`config.mk`:
```
export PLATFORM = sky130hd
export DESIGN_NAME = dct_top
export DESIGN_NICKNAME = d
export VERILOG_FILES = /design/src/dct_pkg.sv /design/src/dct_top.sv /design/src/dct_chan.sv
export SDC_FILE = /design/constraint.sdc
export NUM_CORES = 1
export LEC_CHECK = 0
export BUFFER_PORTS_ARGS = -buffer_cell sky130_fd_sc_hd__buf_2
export CORE_MARGIN = 1
export CORE_UTILIZATION = 56
export CTS_BUF_LIST = sky130_fd_sc_hd__clkbuf_4
export DETAILED_ROUTE_END_ITERATION = 8
export PLACE_DENSITY = 0.9
export RECOVER_POWER = 25
export SYNTH_ARGS = -nofsm -noshare
export SYNTH_HDL_FRONTEND = slang
export SYNTH_SLANG_ARGS = --single-unit
```
`constraint.sdc`:
```
create_clock -name sys_clk -period 2.75 [get_ports sys_clk]
set_clock_uncertainty 0.2 [all_clocks]
set_input_delay 0.1375 -clock sys_clk [delete_from_list [all_inputs] [get_ports sys_clk]]
set_output_delay 0.1375 -clock sys_clk [all_outputs]
set_load 0.05 [all_outputs]
```
`src/dct_pkg.sv`:
```
// Package: constants, field layout and types of the dual channel 8-bit timer
package dct_pkg;

   // ********************************
   // Register byte offsets
   // ********************************
   localparam logic [7:0] OFS_CNT = 8'h00;
   localparam logic [7:0] OFS_CTL = 8'h04;
   localparam logic [7:0] OFS_CCTL0 = 8'h08;
   localparam logic [7:0] OFS_CC0 = 8'h0C;
   localparam logic [7:0] OFS_CCTL1 = 8'h10;
   localparam logic [7:0] OFS_CC1 = 8'h14;
   localparam logic [7:0] OFS_TMR_MASK = 8'h1F;
   localparam logic [7:0] OFS_FLAGS = 8'h40;
   localparam logic [7:0] OFS_CLKCTL = 8'h44;
   localparam int TMR_SEL_BIT = 5;

   // ********************************
   // Field positions
   // ********************************
   localparam int CTL_DIV_LSB = 5;
   localparam int CTL_START_BIT = 4;
   localparam int CTL_OVERFLOW_IRQ_MASK_BIT = 3;
   localparam int CTL_CLR_BIT = 2;
   localparam int CTL_MODE_LSB = 0;
   localparam int CCTL_IM_BIT = 6;
   localparam int CCTL_CMP_LSB = 3;
   localparam int CCTL_EN_BIT = 2;
   localparam int FLG_OVF = 0;
   localparam int FLG_CH0 = 1;
   localparam int FLG_CH1 = 2;
   localparam int FLG_PER_TMR = 3;
   localparam int FLG_W = 6;

   // ********************************
   // Reset values and counter limits
   // ********************************
   localparam logic [2:0] DIV_RST = 3'h0;
   localparam logic OVERFLOW_IRQ_MASK_RST = 1'b1;
   localparam logic [6:0] CCTL_RST = 7'h40;
   localparam logic [7:0] CC_RST = 8'h00;
   localparam logic [2:0] TICK_RST = 3'h0;
   localparam logic [7:0] CNT_ZERO = 8'h00;
   localparam logic [7:0] CNT_ONE = 8'h01;
   localparam logic [7:0] CNT_TOP = 8'hFF;
   localparam logic [6:0] PRE_ZERO = 7'h00;

   // ********************************
   // Types
   // ********************************
   typedef enum logic [1:0] {MODE_FREE = 2'b00, MODE_DOWN = 2'b01, MODE_MOD = 2'b10, MODE_UPDN = 2'b11} dct_mode_t;
   typedef enum logic [2:0] {
      ACT_SET = 3'h0, ACT_CLR = 3'h1, ACT_TGL = 3'h2, ACT_SET_UP = 3'h3,
      ACT_CLR_UP = 3'h4, ACT_SET_TOP = 3'h5, ACT_CLR_ZERO = 3'h6, ACT_NONE = 3'h7
   } dct_action_t;

endpackage : dct_pkg

```
`src/dct_top.sv`:
```
// Module: two 8-bit timers with two compare channels each, APB register slave
// Function
// Counter steps on prescaled tick, divide 1..128
// Start bit runs counter, zero freezes it
// Free mode wraps 0xFF to 0x00, overflow
// Overflow requests interrupt only when masked in
// Down mode loads channel 0 value, counts down
// Modulo counts 0x00 to channel 0 value
// Up/down counts up then down, centre aligned
// Clear resets counter and direction to up
// Two independent compare channels per timer
// Match sets, clears or toggles output pin
// Compare outputs change without glitches
// Software should prefer actions 4 or 5
// Channel 0 value applies at zero, channel 1 immediately
// Match sets flag, interrupt only when masked
// One interrupt line per timer
// One shared flag register for both timers
// Flag cleared before new request; mask raises
// DMA trigger pulse per channel compare
// Counter value readable at any time
// Software configures channel pin as output
// Mode codes free, down, modulo, up/down
// Prescale codes 000..111 divide 1..128
// Compare action codes 000 through 110
// Clear bit reads zero, writing one clears
// Advance only on tick when started; reset halts
// Match evaluated when enabled, one-cycle event
//
// Our own choices: register access over APB and the register offsets.
`timescale 1ns/100ps
`default_nettype none
module dct_top
   import dct_pkg::*;
(
   input wire logic sys_clk,
   input wire logic srst,
   input wire logic clkEn,
   input wire logic psel,
   input wire logic penable,
   input wire logic pwrite,
   input wire logic [7:0] paddr,
   input wire logic [31:0] pwdata,
   output logic [31:0] prdata,
   output logic pready,
   output logic pslverr,
   output logic [1:0] firstTimerCmpOut,
   output logic [1:0] secondTimerCmpOut,
   output logic [1:0] cmpOutEn,
   output logic firstTimerIrq,
   output logic secondTimerIrq,
   output logic firstTimerChan0DmaTrigger,
   output logic firstTimerChan1DmaTrigger,
   output logic secondTimerChan0DmaTrigger,
   output logic secondTimerChan1DmaTrigger
);

   // ********************************
   // Functions
   // ********************************
   function automatic logic [6:0] lowMask(input logic [2:0] sel);
      lowMask = 7'((8'h01 << sel) - 8'h01);
   endfunction : lowMask

   function automatic logic [7:0] regOfs(input logic [7:0] addr);
      regOfs = addr & OFS_TMR_MASK;
   endfunction : regOfs

   // ********************************
   // APB decode
   // ********************************
   logic armed_ff;
   logic [31:0] rdata_ff;
   logic [31:0] rdMux;
   logic [2:0] tickSel_ff;
   logic [FLG_W-1:0] flags_ff;
   logic [FLG_W-1:0] nxt_flags;
   logic [FLG_W-1:0] flagSet;
   logic [1:0] irq_ff;
   logic [6:0] tickDiv_ff;
   logic [6:0] pre_ff;
   logic [7:0] cntArr [2];
   logic [7:0] ctlArr [2];
   logic [7:0] cctl0Arr [2];
   logic [7:0] cctl1Arr [2];
   logic [7:0] cc0Arr [2];
   logic [7:0] cc1Arr [2];
   logic [1:0] irqTerm;
   logic [1:0] dmaCh0;
   logic [1:0] dmaCh1;
   logic [1:0] pinCh0;
   logic [1:0] pinCh1;
   logic [1:0] enCh0;
   logic [1:0] enCh1;

   wire accessOk = psel && penable && pready;
   wire wrEn = accessOk && pwrite;
   wire inTimer = paddr < OFS_FLAGS;
   wire hitFlags = paddr == OFS_FLAGS;
   wire hitClk = paddr == OFS_CLKCTL;
   wire [7:0] ofs = regOfs(paddr);
   wire ofsOk = (ofs == OFS_CNT) || (ofs == OFS_CTL) || (ofs == OFS_CCTL0) || (ofs == OFS_CC0) ||
      (ofs == OFS_CCTL1) || (ofs == OFS_CC1);
   wire addrOk = (inTimer && ofsOk) || hitFlags || hitClk;
   wire tmrSel = paddr[TMR_SEL_BIT];
   wire flagsWr = wrEn && hitFlags;
   wire clkWr = wrEn && hitClk;

   // Unmapped reads return zero; mapped read data is captured a cycle ahead of pready
   always_comb
   begin
      rdMux = 32'h0000_0000;
      if (hitFlags)
         rdMux[FLG_W-1:0] = flags_ff;
      else if (hitClk)
         rdMux[2:0] = tickSel_ff;
      else if (inTimer && ofs == OFS_CNT)
         rdMux[7:0] = cntArr[tmrSel];
      else if (inTimer && ofs == OFS_CTL)
         rdMux[7:0] = ctlArr[tmrSel];
      else if (inTimer && ofs == OFS_CCTL0)
         rdMux[7:0] = cctl0Arr[tmrSel];
      else if (inTimer && ofs == OFS_CC0)
         rdMux[7:0] = cc0Arr[tmrSel];
      else if (inTimer && ofs == OFS_CCTL1)
         rdMux[7:0] = cctl1Arr[tmrSel];
      else if (inTimer && ofs == OFS_CC1)
         rdMux[7:0] = cc1Arr[tmrSel];
   end

   always_ff @(posedge sys_clk)
   begin
      if (srst)
      begin
         armed_ff <= 1'b0;
         rdata_ff <= 32'h0000_0000;
      end
      else if (clkEn)
      begin
         armed_ff <= psel && !accessOk;
         if (psel)
            rdata_ff <= rdMux;
      end
   end

   assign pready = clkEn && penable && armed_ff;
   assign pslverr = pready && psel && !addrOk;
   assign prdata = rdata_ff;

   // ********************************
   // Tick and prescaler
   // ********************************
   // One prescaler is shared by both timers; the first step after start may come early
   wire tickPulse = (tickDiv_ff & lowMask(tickSel_ff)) == PRE_ZERO;

   always_ff @(posedge sys_clk)
   begin
      if (srst)
      begin
         tickSel_ff <= TICK_RST;
         tickDiv_ff <= PRE_ZERO;
         pre_ff <= PRE_ZERO;
      end
      else if (clkEn)
      begin
         if (clkWr)
            tickSel_ff <= pwdata[2:0];
         tickDiv_ff <= tickDiv_ff + 7'h01;
         if (tickPulse)
            pre_ff <= pre_ff + 7'h01;
      end
   end

   // ********************************
   // Timers
   // ********************************
   for (genvar i = 0; i < 2; i++)
   begin : gTmr
      logic [7:0] cnt_ff;
      logic [7:0] nxt_cnt;
      logic dir_ff;
      logic nxt_dir;
      logic upd_ff;
      logic ovf;
      logic [2:0] div_ff;
      logic start_ff;
      logic overflow_irq_mask_ff;
      logic [1:0] mode_ff;
      logic [6:0] cctl0_ff;
      logic [6:0] cctl1_ff;
      logic [7:0] cc0Shadow_ff;
      logic [7:0] cc0Act_ff;
      logic [7:0] cc1_ff;
      logic ev0;
      logic ev1;

      wire mine = inTimer && (tmrSel == 1'(i));
      wire ctlWr = wrEn && mine && ofs == OFS_CTL;
      wire startRise = ctlWr && pwdata[CTL_START_BIT] && !start_ff;
      wire clrReq = ctlWr && pwdata[CTL_CLR_BIT];
      wire actEdge = tickPulse && ((pre_ff & lowMask(div_ff)) == PRE_ZERO);
      wire step = start_ff && actEdge;
      wire [7:0] cc0 = cc0Act_ff;

      always_comb
      begin
         nxt_cnt = cnt_ff;
         nxt_dir = dir_ff;
         ovf = 1'b0;
         if (clrReq)
         begin
            nxt_cnt = CNT_ZERO;
            nxt_dir = 1'b0;
         end
         else if (startRise && dct_mode_t'(pwdata[CTL_MODE_LSB +: 2]) == MODE_DOWN)
            nxt_cnt = cc0;
         else if (step)
            case (dct_mode_t'(mode_ff))
               MODE_FREE:
               begin
                  nxt_cnt = cnt_ff + 8'h01;
                  ovf = cnt_ff == CNT_TOP;
               end
               MODE_DOWN:
                  if (cnt_ff == CNT_ZERO)
                     nxt_cnt = cc0;
                  else
                  begin
                     nxt_cnt = cnt_ff - 8'h01;
                     ovf = cnt_ff == CNT_ONE;
                  end
               MODE_MOD:
                  if (cnt_ff >= cc0)
                  begin
                     nxt_cnt = CNT_ZERO;
                     ovf = 1'b1;
                  end
                  else
                     nxt_cnt = cnt_ff + 8'h01;
               default:
                  if (!dir_ff)
                  begin
                     if (cnt_ff >= cc0)
                     begin
                        nxt_dir = cc0 != CNT_ZERO;
                        nxt_cnt = (cc0 == CNT_ZERO) ? CNT_ZERO : cnt_ff - 8'h01;
                     end
                     else
                        nxt_cnt = cnt_ff + 8'h01;
                  end
                  else if (cnt_ff <= CNT_ONE)
                  begin
                     nxt_cnt = CNT_ZERO;
                     nxt_dir = 1'b0;
                     ovf = cnt_ff == CNT_ONE;
                  end
                  else
                     nxt_cnt = cnt_ff - 8'h01;
            endcase
      end

      always_ff @(posedge sys_clk)
      begin
         if (srst)
         begin
            cnt_ff <= CNT_ZERO;
            dir_ff <= 1'b0;
            upd_ff <= 1'b0;
            div_ff <= DIV_RST;
            start_ff <= 1'b0;
            overflow_irq_mask_ff <= OVERFLOW_IRQ_MASK_RST;
            mode_ff <= MODE_FREE;
            cctl0_ff <= CCTL_RST;
            cctl1_ff <= CCTL_RST;
            cc0Shadow_ff <= CC_RST;
            cc0Act_ff <= CC_RST;
            cc1_ff <= CC_RST;
         end
         else if (clkEn)
         begin
            cnt_ff <= nxt_cnt;
            dir_ff <= nxt_dir;
            upd_ff <= step || clrReq || startRise;
            if (ctlWr)
            begin
               div_ff <= pwdata[CTL_DIV_LSB +: 3];
               start_ff <= pwdata[CTL_START_BIT];
               overflow_irq_mask_ff <= pwdata[CTL_OVERFLOW_IRQ_MASK_BIT];
               mode_ff <= pwdata[CTL_MODE_LSB +: 2];
            end
            if (wrEn && mine && ofs == OFS_CCTL0)
               cctl0_ff <= pwdata[6:0];
            if (wrEn && mine && ofs == OFS_CCTL1)
               cctl1_ff <= pwdata[6:0];
            if (wrEn && mine && ofs == OFS_CC0)
               cc0Shadow_ff <= pwdata[7:0];
            if (cnt_ff == CNT_ZERO)
               cc0Act_ff <= cc0Shadow_ff;
            if (wrEn && mine && ofs == OFS_CC1)
               cc1_ff <= pwdata[7:0];
         end
      end

      // Channel 0 and 1 share the counter but own their settings
      dct_chan uChan0 (
         .sys_clk(sys_clk),
         .srst(srst),
         .clkEn(clkEn),
         .cnt(cnt_ff),
         .cntUpd(upd_ff),
         .countDown(dir_ff),
         .updnMode(dct_mode_t'(mode_ff) == MODE_UPDN),
         .started(start_ff),
         .enable(cctl0_ff[CCTL_EN_BIT]),
         .action(cctl0_ff[CCTL_CMP_LSB +: 3]),
         .cmpVal(cc0Act_ff),
         .pinOut(pinCh0[i]),
         .matchEv(ev0)
      );

      dct_chan uChan1 (
         .sys_clk(sys_clk),
         .srst(srst),
         .clkEn(clkEn),
         .cnt(cnt_ff),
         .cntUpd(upd_ff),
         .countDown(dir_ff),
         .updnMode(dct_mode_t'(mode_ff) == MODE_UPDN),
         .started(start_ff),
         .enable(cctl1_ff[CCTL_EN_BIT]),
         .action(cctl1_ff[CCTL_CMP_LSB +: 3]),
         .cmpVal(cc1_ff),
         .pinOut(pinCh1[i]),
         .matchEv(ev1)
      );

      assign flagSet[i*FLG_PER_TMR +: FLG_PER_TMR] = {ev1, ev0, ovf && clkEn};
      assign dmaCh0[i] = ev0;
      assign dmaCh1[i] = ev1;
      assign enCh0[i] = cctl0_ff[CCTL_EN_BIT];
      assign enCh1[i] = cctl1_ff[CCTL_EN_BIT];
      assign irqTerm[i] = (flags_ff[i*FLG_PER_TMR+FLG_OVF] && overflow_irq_mask_ff) ||
         (flags_ff[i*FLG_PER_TMR+FLG_CH0] && cctl0_ff[CCTL_IM_BIT]) ||
         (flags_ff[i*FLG_PER_TMR+FLG_CH1] && cctl1_ff[CCTL_IM_BIT]);
      assign cntArr[i] = cnt_ff;
      assign ctlArr[i] = {div_ff, start_ff, overflow_irq_mask_ff, 1'b0, mode_ff};
      assign cctl0Arr[i] = {1'b0, cctl0_ff};
      assign cctl1Arr[i] = {1'b0, cctl1_ff};
      assign cc0Arr[i] = cc0Shadow_ff;
      assign cc1Arr[i] = cc1_ff;
   end

   // ********************************
   // Shared flags and interrupt lines
   // ********************************
   // Write one to clear; a flag being set in the same cycle stays set
   assign nxt_flags = (flags_ff & ~(flagsWr ? pwdata[FLG_W-1:0] : 6'h00)) | flagSet;

   always_ff @(posedge sys_clk)
   begin
      if (srst)
      begin
         flags_ff <= 6'h00;
         irq_ff <= 2'h0;
      end
      else if (clkEn)
      begin
         flags_ff <= nxt_flags;
         irq_ff <= irqTerm;
      end
   end

   assign firstTimerIrq = irq_ff[0];
   assign secondTimerIrq = irq_ff[1];
   assign firstTimerCmpOut = {pinCh1[0], pinCh0[0]};
   assign secondTimerCmpOut = {pinCh1[1], pinCh0[1]};
   assign cmpOutEn = {enCh1[1] || enCh0[1], enCh1[0] || enCh0[0]};
   assign firstTimerChan0DmaTrigger = dmaCh0[0];
   assign firstTimerChan1DmaTrigger = dmaCh1[0];
   assign secondTimerChan0DmaTrigger = dmaCh0[1];
   assign secondTimerChan1DmaTrigger = dmaCh1[1];

endmodule : dct_top
`default_nettype wire

```
`src/dct_chan.sv`:
```
// Module: one output compare channel with its glitch-free output flop
`timescale 1ns/100ps
`default_nettype none
module dct_chan
   import dct_pkg::*;
(
   input wire logic sys_clk,
   input wire logic srst,
   input wire logic clkEn,
   input wire logic [7:0] cnt,
   input wire logic cntUpd,
   input wire logic countDown,
   input wire logic updnMode,
   input wire logic started,
   input wire logic enable,
   input wire logic [2:0] action,
   input wire logic [7:0] cmpVal,
   output logic pinOut,
   output logic matchEv
);

   logic pin_ff;
   logic match_ff;
   logic nxt_pin;
   wire hit = cntUpd && started && enable && (cnt == cmpVal);
   wire atZero = cntUpd && started && enable && (cnt == CNT_ZERO);
   wire atTop = cntUpd && started && enable && (cnt == CNT_TOP);

   // ********************************
   // Output action
   // ********************************
   // Output only ever changes on a clock edge, so no decode glitch reaches the pin
   always_comb
   begin
      nxt_pin = pin_ff;
      case (dct_action_t'(action))
         ACT_SET: if (hit) nxt_pin = 1'b1;
         ACT_CLR: if (hit) nxt_pin = 1'b0;
         ACT_TGL: if (hit) nxt_pin = ~pin_ff;
         ACT_SET_UP:
            if (hit) nxt_pin = ~(updnMode && countDown);
            else if (atZero && !updnMode) nxt_pin = 1'b0;
         ACT_CLR_UP:
            if (hit) nxt_pin = updnMode && countDown;
            else if (atZero && !updnMode) nxt_pin = 1'b1;
         ACT_SET_TOP:
            if (hit) nxt_pin = 1'b1;
            else if (atTop) nxt_pin = 1'b0;
         ACT_CLR_ZERO:
            if (hit) nxt_pin = 1'b0;
            else if (atZero) nxt_pin = 1'b1;
         default: nxt_pin = pin_ff;
      endcase
   end

   always_ff @(posedge sys_clk)
   begin
      if (srst)
      begin
         pin_ff <= 1'b0;
         match_ff <= 1'b0;
      end
      else if (clkEn)
      begin
         pin_ff <= nxt_pin;
         match_ff <= hit;
      end
   end

   assign pinOut = pin_ff;
   assign matchEv = match_ff;

endmodule : dct_chan
`default_nettype wire

```
==> results of run 1 <==
## state kept, by name, summed over array words and instances (netlist names), 3 cells and up
name,count
gTmr.mode_ff,4
prdata,8
gTmr.cnt_ff,16
pre_ff,7
gTmr.cctl1_ff,14
gTmr.cc1_ff,16
gTmr.cctl0_ff,14
flags_ff,6
tickSel_ff,3
tickDiv_ff,7
gTmr.div_ff,6
gTmr.cc0Shadow_ff,16
gTmr.cc0,16
## cells in the mapped netlist, types with 9 or more instances
cell type	n	area, um2
a211oi_1	28	210
inv_1	38	143
mux2i_1	121	1210
buf_2	21	105
nor3_1	23	115
o22ai_1	9	56.3
nor2_1	163	612
nand4_1	13	81.3
xnor2_1	32	280
o21ai_0	66	330
dfxtp_1	152	3040
xor2_1	15	131
or3_1	12	75.1
clkbuf_1	53	199
and2_1	9	56.3
buf_1	9	33.8
a21oi_1	66	330
o31ai_1	14	105
ha_1	27	338
a31oi_1	14	87.6
nor2b_1	19	119
nand3_1	22	110
o21a_1	9	67.6
o211ai_1	14	105
buf_4	29	218
or2_2	9	56.3
nand2_1	101	379
nor2_2	9	56.3
## layout make-up
type	instances	area (um2)	area share, %
multi-input combinational	975	6530	56.6
sequential	152	3040	26.4
timing repair buffer	173	1250	10.9
tap	225	282	2.44
clock inverter	13	149	1.29
inverter	38	143	1.24
clock buffer	18	135	1.17
antenna	2	5.00	0.0434
## worst max-delay path, stage by stage (launching register included)
cell,delay (ns)
dfxtp_1,0.36
inv_1,0.09
ha_1,0.22
or4b_4,0.53
nor3_2,0.23
buf_4,0.16
a2bb2oi_1,0.07
o32ai_2,0.24
o221ai_1,0.19
mux2i_1,0.22
nor2_1,0.06
## layer usage
layer  wire length [um]  up-vias  GRT usage (%)
li1                   -     4706              -
met1              13200     4839           48.7
met5                  0        -              0
met2              14500      780           55.3
met3               4080      153           7.85
met4               1960        0           21.9
## worst max-delay path by stage
stage               cells after the start                            endpoint  slack (ns)
detailed placement                     10         gTmr[1].dir_ff$_SDFFE_PP0P_        0.03
global route                           12      gTmr[1].cnt_ff[1]$_SDFFE_PP0P_       -0.05
global placement                        9  gTmr[0].uChan0.pinOut$_SDFFE_PP0P_        0.08
finish                                 10  gTmr[0].uChan0.pinOut$_SDFFE_PP0P_        0.06
CTS                                     9            flags_ff[3]$_SDFFE_PP0P_        0.02
floorplan                              11  gTmr[1].uChan0.pinOut$_SDFFE_PP0P_        0.04
## through the flow
stage | hold WS (ns) | total power (uW)
2_1_floorplan | 0.0735 | 2550
3_3_place_gp | 0.243 | 2620
3_5_place_dp | 0.248 | 2630
4_1_cts | 0.0326 | 4030
5_1_grt | 0.0373 | 4160
6_report | 0.0843 | 4050
## repair_timing
item                       in CTS  in global routing
hold endpoints to repair      118                  0
gates resized for setup         0                 19
pin swaps                       1                  3
cloned                          0                  0
setup endpoints to repair       1                 34
hold buffers                   20                  0
## kinds of logic (layout without fill, tap and decap cells)
| logic type | Yosys count | count (layout) | share of synthesized area, % |
|---|---|---|---|
| muxes | 126 | 126 | 12.8 |
| DFF | 152 | 152 | 30.0 |
| and+or+nand+nor | 430 | 430 | 20.8 |
| other | 1 | 26 | 0.0370 |
| AOI/OAI and AO/OA | 321 | 321 | 21.8 |
| adders and majority gates | 27 | 27 | 3.33 |
| buffers and inverters | 153 | 242 | 7.22 |
| xor gates and xnor gates | 47 | 47 | 4.06 |
## power by group through the flow
| stage | sequential [uW] | clock, uW | combinational [uW] |
|---|---|---|---|
| 2_1_floorplan | 2290 | 0 | 259 |
| 3_3_place_gp | 2280 | 0 | 345 |
| 3_5_place_dp | 2280 | 0 | 350 |
| 4_1_cts | 2230 | 1430 | 371 |
| 5_1_grt | 2230 | 1530 | 401 |
| 6_report | 2230 | 1430 | 385 |
==> flow_summary.json, run 1 <==
{
  "max_clock_freq_mhz": 371,
  "path_class": "register to register",
  "internal_power_uw": 2870,
  "drt_iter0_drc": 1428,
  "hold_path_depth": 4,
  "cts_num_sinks": 152,
  "setup-violations-final": 0,
  "startpoint": "gTmr[0].cnt_ff[1]$_SDFFE_PP0P_",
  "nFillCells": 1372,
  "p_comb_share_pct": 9.5,
  "first_pass_iters": 6,
  "cts_tree": "done",
  "wl_um": 33700,
  "switching_power_uw": 1180,
  "power.density_nw_per_um2": 351,
  "syn_area_um2": 10100,
  "layout_commonest_cell": "nor2_1",
  "dpl.hpwl_um": 24500,
  "finalCritPeriodShare_pct": 98.0,
  "synthCells": 1257,
  "critPathRequiredTime_ns": 3.01,
  "drc_errors": 0,
  "grt.total_usage_pct": 36.9,
  "r2r-start": "gTmr[0].cnt_ff[1]$_SDFFE_PP0P_",
  "clkTransAtPathRegs_ns": 0.13,
  "worstPathArrival_ns": 2.96,
  "fin_nets": 1430,
  "grt_max_degree": 70,
  "grt_first_pass_wirelength_um": 52600,
  "synth_async_sr_flop_share_pct": 0,
  "setup_ws_ns": 0.0558,
  "port_buffers": 43,
  "final_hold_viol_count": 0,
  "start_util_pct": 58.0,
  "slew_headroom_pct": 2.83,
  "wl_per_cell_um": 21.1,
  "ff2ff_path_depth": 10,
  "fin_util_pct": 66.0,
  "yosysWarningCount": 0,
  "die_w_um": 137,
  "fp-row-count": 48,
  "pre_cts_ws_ns": 0.0255,
  "layout-drive-gt1-share_pct": 16.1,
  "hold_start": "paddr[2]",
  "postRouteAntennaNets": 0,
  "crit_path_start_kind": "register",
  "p_leak_uw": 0.00438,
  "layout_common_cells": "161 x nor2_1, 151 x dfxtp_1, 121 x mux2i_1",
  "r2r_setup_slack_ns": 0.06,
  "vias": 10500,
  "grt_pass1_vias": 9695,
  "worstHoldEndpoint": "prdata[3]$_SDFFE_PP0P_",
  "outcome": "finished, final reports clean",
  "worst_setup_path_end_kind": "register",
  "path_max_fanout": 5,
  "hold_class": "input port to register",
  "antenna_found_initial": 1,
  "io_pins": 92,
  "synth-edff-count": 0,
  "die_area_um2": 18700,
  "max_cap_violations": 0,
  "post-cts-setup-buffers": 0,
  "die_h_um": 137,
  "clk_path_buf_depth": 2,
  "core_um2": 17500,
  "cts_buffers": 17,
  "synth-seq-area-share_pct": 30.0,
  "final_area_um2": 11500,
  "vdd_drop_max_v": 0.000368,
  "tns_ns": 0,
  "postSynthAreaPerCell_um2": 8.07,
  "dpl_cell_area_um2": 11000,
  "gp_congestion": 1.03,
  "synth_flop_cell": "dfxtp_1",
  "root_buffer": "clkbuf_4",
  "worst_pin_slew_ns": 1.46,
  "synthDistinctLibCells": 86,
  "placedCellCount": 1543,
  "clock_latency_ns": 0.59,
  "grt_overflow": 0,
  "power_frac_seq_pct": 55.1,
  "synth_seq_cells": 152,
  "pwr-share-clk_pct": 35.4,
  "period_minus_slack_ns": 2.69,
  "slew_viol_final": 0,
  "swShare_pct": 29.1,
  "area_growth_pct": 13.8,
  "r2r-end": "gTmr[0].uChan0.pinOut$_SDFFE_PP0P_",
  "cts_max_level": 4,
  "vias_per_cell": 6.57,
  "fin_cells": 1596
}
(Power assumes the default switching activity.)
==> inputs of run 2 (changes only) <==
==> constraint.sdc (replaced) <==
create_clock -name sys_clk -period 2.75 [get_ports sys_clk]
set_clock_uncertainty 0.2 [all_clocks]
set_input_delay 0.55 -clock sys_clk [delete_from_list [all_inputs] [get_ports sys_clk]]
set_output_delay 0.55 -clock sys_clk [all_outputs]
set_load 0.1 [all_outputs]
==> run 2 against run 1 <==
Maximum frequency rose by 1.1%. Critical endpoint is now pslverr. Cell count rose by 0.69%. Worst setup slack improved by 0.028 ns. Count of clock-buffer cells in the layout did not move. Critical path depth fell by 4. Critical path type is now input port to output pin. Largest cell class unchanged. Die area did not move. Highest routed layer unchanged. Hold slack got worse by 0.0012 ns.
==> flow_summary.json, run 2 (synthesis gave the netlist of run 1 again) <==
{
  "hold_start": "pwdata[4]",
  "slew_headroom_pct": 32.5,
  "layout_commonest_cell": "nor2_1",
  "antenna_found_initial": 1,
  "setup-violations-final": 0,
  "slowest_delay_ns": 0.42,
  "crit_slowest_cell": "a2111oi_0",
  "cts_buffers": 17,
  "cts_max_level": 4,
  "grt_first_pass_wirelength_um": 52600,
  "clkTransAtPathRegs_ns": 0.14,
  "drc_errors": 0,
  "fin_util_pct": 66.7,
  "wl_um": 33700,
  "postRouteAntennaNets": 0,
  "path_cells": "buf_2, or2_2, a2111oi_0, buf_4, nor3b_4, buf_12",
  "critPathRequiredTime_ns": 2.00,
  "die_area_um2": 18700,
  "vdd_drop_max_v": 0.000356,
  "die_w_um": 137,
  "start_util_pct": 58.0,
  "io_pins": 92,
  "multiInputGateArea_um2": 6530,
  "max_cap_violations": 0,
  "worst_setup_path_end_kind": "output pin",
  "max_clock_freq_mhz": 375,
  "root_buffer": "clkbuf_4",
  "dpl.hpwl_um": 25000,
  "regArea_um2": 3050,
  "core_um2": 17500,
  "nFillCells": 1376,
  "layout-drive-gt1-share_pct": 19.0,
  "cts_tree": "done",
  "die_h_um": 137,
  "worstPathArrival_ns": 1.92,
  "grt.total_usage_pct": 37.0,
  "drt_iter0_drc": 1243,
  "power.density_nw_per_um2": 372,
  "fp-row-count": 48,
  "vias_per_cell": 6.49,
  "cpLargestDelayFamily": "buffers and inverters",
  "worst_pin_slew_ns": 1.01,
  "r2r-start": "tickSel_ff[0]$_SDFFE_PP0P_",
  "tns_ns": 0,
  "path_class": "input port to output pin",
  "crit_path_start_kind": "input port",
  "grt_max_degree": 86,
  "startpoint": "paddr[7]",
  "path_depth": 6,
  "layout_common_cells": "164 x nor2_1, 149 x dfxtp_1, 131 x buf_4",
  "grt_overflow": 0,
  "vias": 10400,
  "outcome": "finished, final reports clean",
  "final_hold_viol_count": 0,
  "area_growth_pct": 14.9,
  "use_met2_pct": 56.2,
  "ff2ff_path_depth": 10,
  "finalCritPeriodShare_pct": 96.9,
  "r2r_setup_slack_ns": 0.09,
  "grt_pass1_vias": 9753,
  "gp_congestion": 1.08,
  "wl_per_cell_um": 21.0,
  "port_buffers": 43,
  "fin_nets": 1441,
  "grt.busiest_layer": "met2",
  "hold_class": "input port to register",
  "cts_num_sinks": 152,
  "path_max_fanout": 8,
  "clock_latency_ns": 0.60,
  "met3_usage_pct": 8.48,
  "clk_path_buf_depth": 2,
  "p_leak_uw": 0.00453,
  "r2r-end": "gTmr[1].cnt_ff[3]$_SDFFE_PP0P_",
  "first_pass_iters": 8,
  "gr-usage-met1_pct": 48.8,
  "period_minus_slack_ns": 2.67,
  "endpoint": "pslverr",
  "cp_num_buf_inv": 3,
  "slew_viol_final": 0
}
-- run 2: changes by cell type in the layout (fill, tap and decap cells not counted), moves of 3 or more --
cell,before,now
buf_2,22,33
buf_4,104,131
clkbuf_1,20,7
clkbuf_2,3,7
dlygate4sd3_1,20,0
nor2_1,161,164
nor2_2,11,8
nor3_1,20,23
nor3_2,4,1
-- run 2: timing repair --
item | CTS | global route
hold buffers | 0 | 0
gates resized for setup | 0 | 18
setup buffers | 0 | 1
endpoints found under the setup margin | 0 | 24
endpoints found under the hold margin | 0 | 0
-- run 2: worst register-to-register path, stage by stage (launching register included) --
cell and delay (ns):
dfxtp_2 0.34, or3_4 0.40, ha_4 0.27, inv_1 0.05
a32oi_4 0.22, o311ai_4 0.15, nand4bb_4 0.33, nor3b_4 0.23
buf_4 0.14, a32oi_1 0.14, o21ai_1 0.09
-- run 2: layout make-up --
cell class / count / share of cell area, %
Timing Repair Buffer: 184 / 11.3
Sequential cell: 152 / 26.1
Clock inverter: 13 / 1.68
Clock buffer: 18 / 1.16
Antenna cell: 2 / 0.0430
Inverter: 38 / 1.22
Multi-Input combinational cell: 975 / 56.0
Tap cell: 225 / 2.42
-- run 2: through the flow --
stage          hold slack, ns  std cells  cell area [um2]  worst slack (ns)  power (uW)
2_1_floorplan           0.245       1280            10200            0.0373        2650
3_3_place_gp            0.237       1573            11300            0.0377        2730
3_5_place_dp            0.267       1573            11300            0.0267        2740
4_1_cts                0.0476       1604            11600           0.00172        4330
5_1_grt                0.0606       1606            11600           -0.0166        4430
6_report               0.0831       1607            11700            0.0840        4340
-- run 2: worst min-delay path by stage --
stage / cells after the start / endpoint
global placement: 2 / prdata[0]$_SDFFE_PP0P_
detailed placement: 2 / prdata[0]$_SDFFE_PP0P_
global route: 3 / gTmr[1].cctl1_ff[4]$_SDFFE_PP0P_
CTS: 3 / gTmr[1].cctl1_ff[4]$_SDFFE_PP0P_
finish: 3 / gTmr[1].cctl1_ff[4]$_SDFFE_PP0P_
floorplan: 2 / flags_ff[3]$_SDFFE_PP0P_
-- run 2: routing by layer --
layer	vias up	wire length (um)
met2	688	14800
met5	-	0
met1	4892	13400
li1	4724	-
met4	0	1600
met3	132	3950
-- run 2: power by group --
part           internal [uW]  switching [uW]  leakage, uW
Combinational           99.9             377      0.00313
Sequential              2220            15.3      0.00123
Clock                    739             892     0.000171
Total                   3050            1280      0.00453
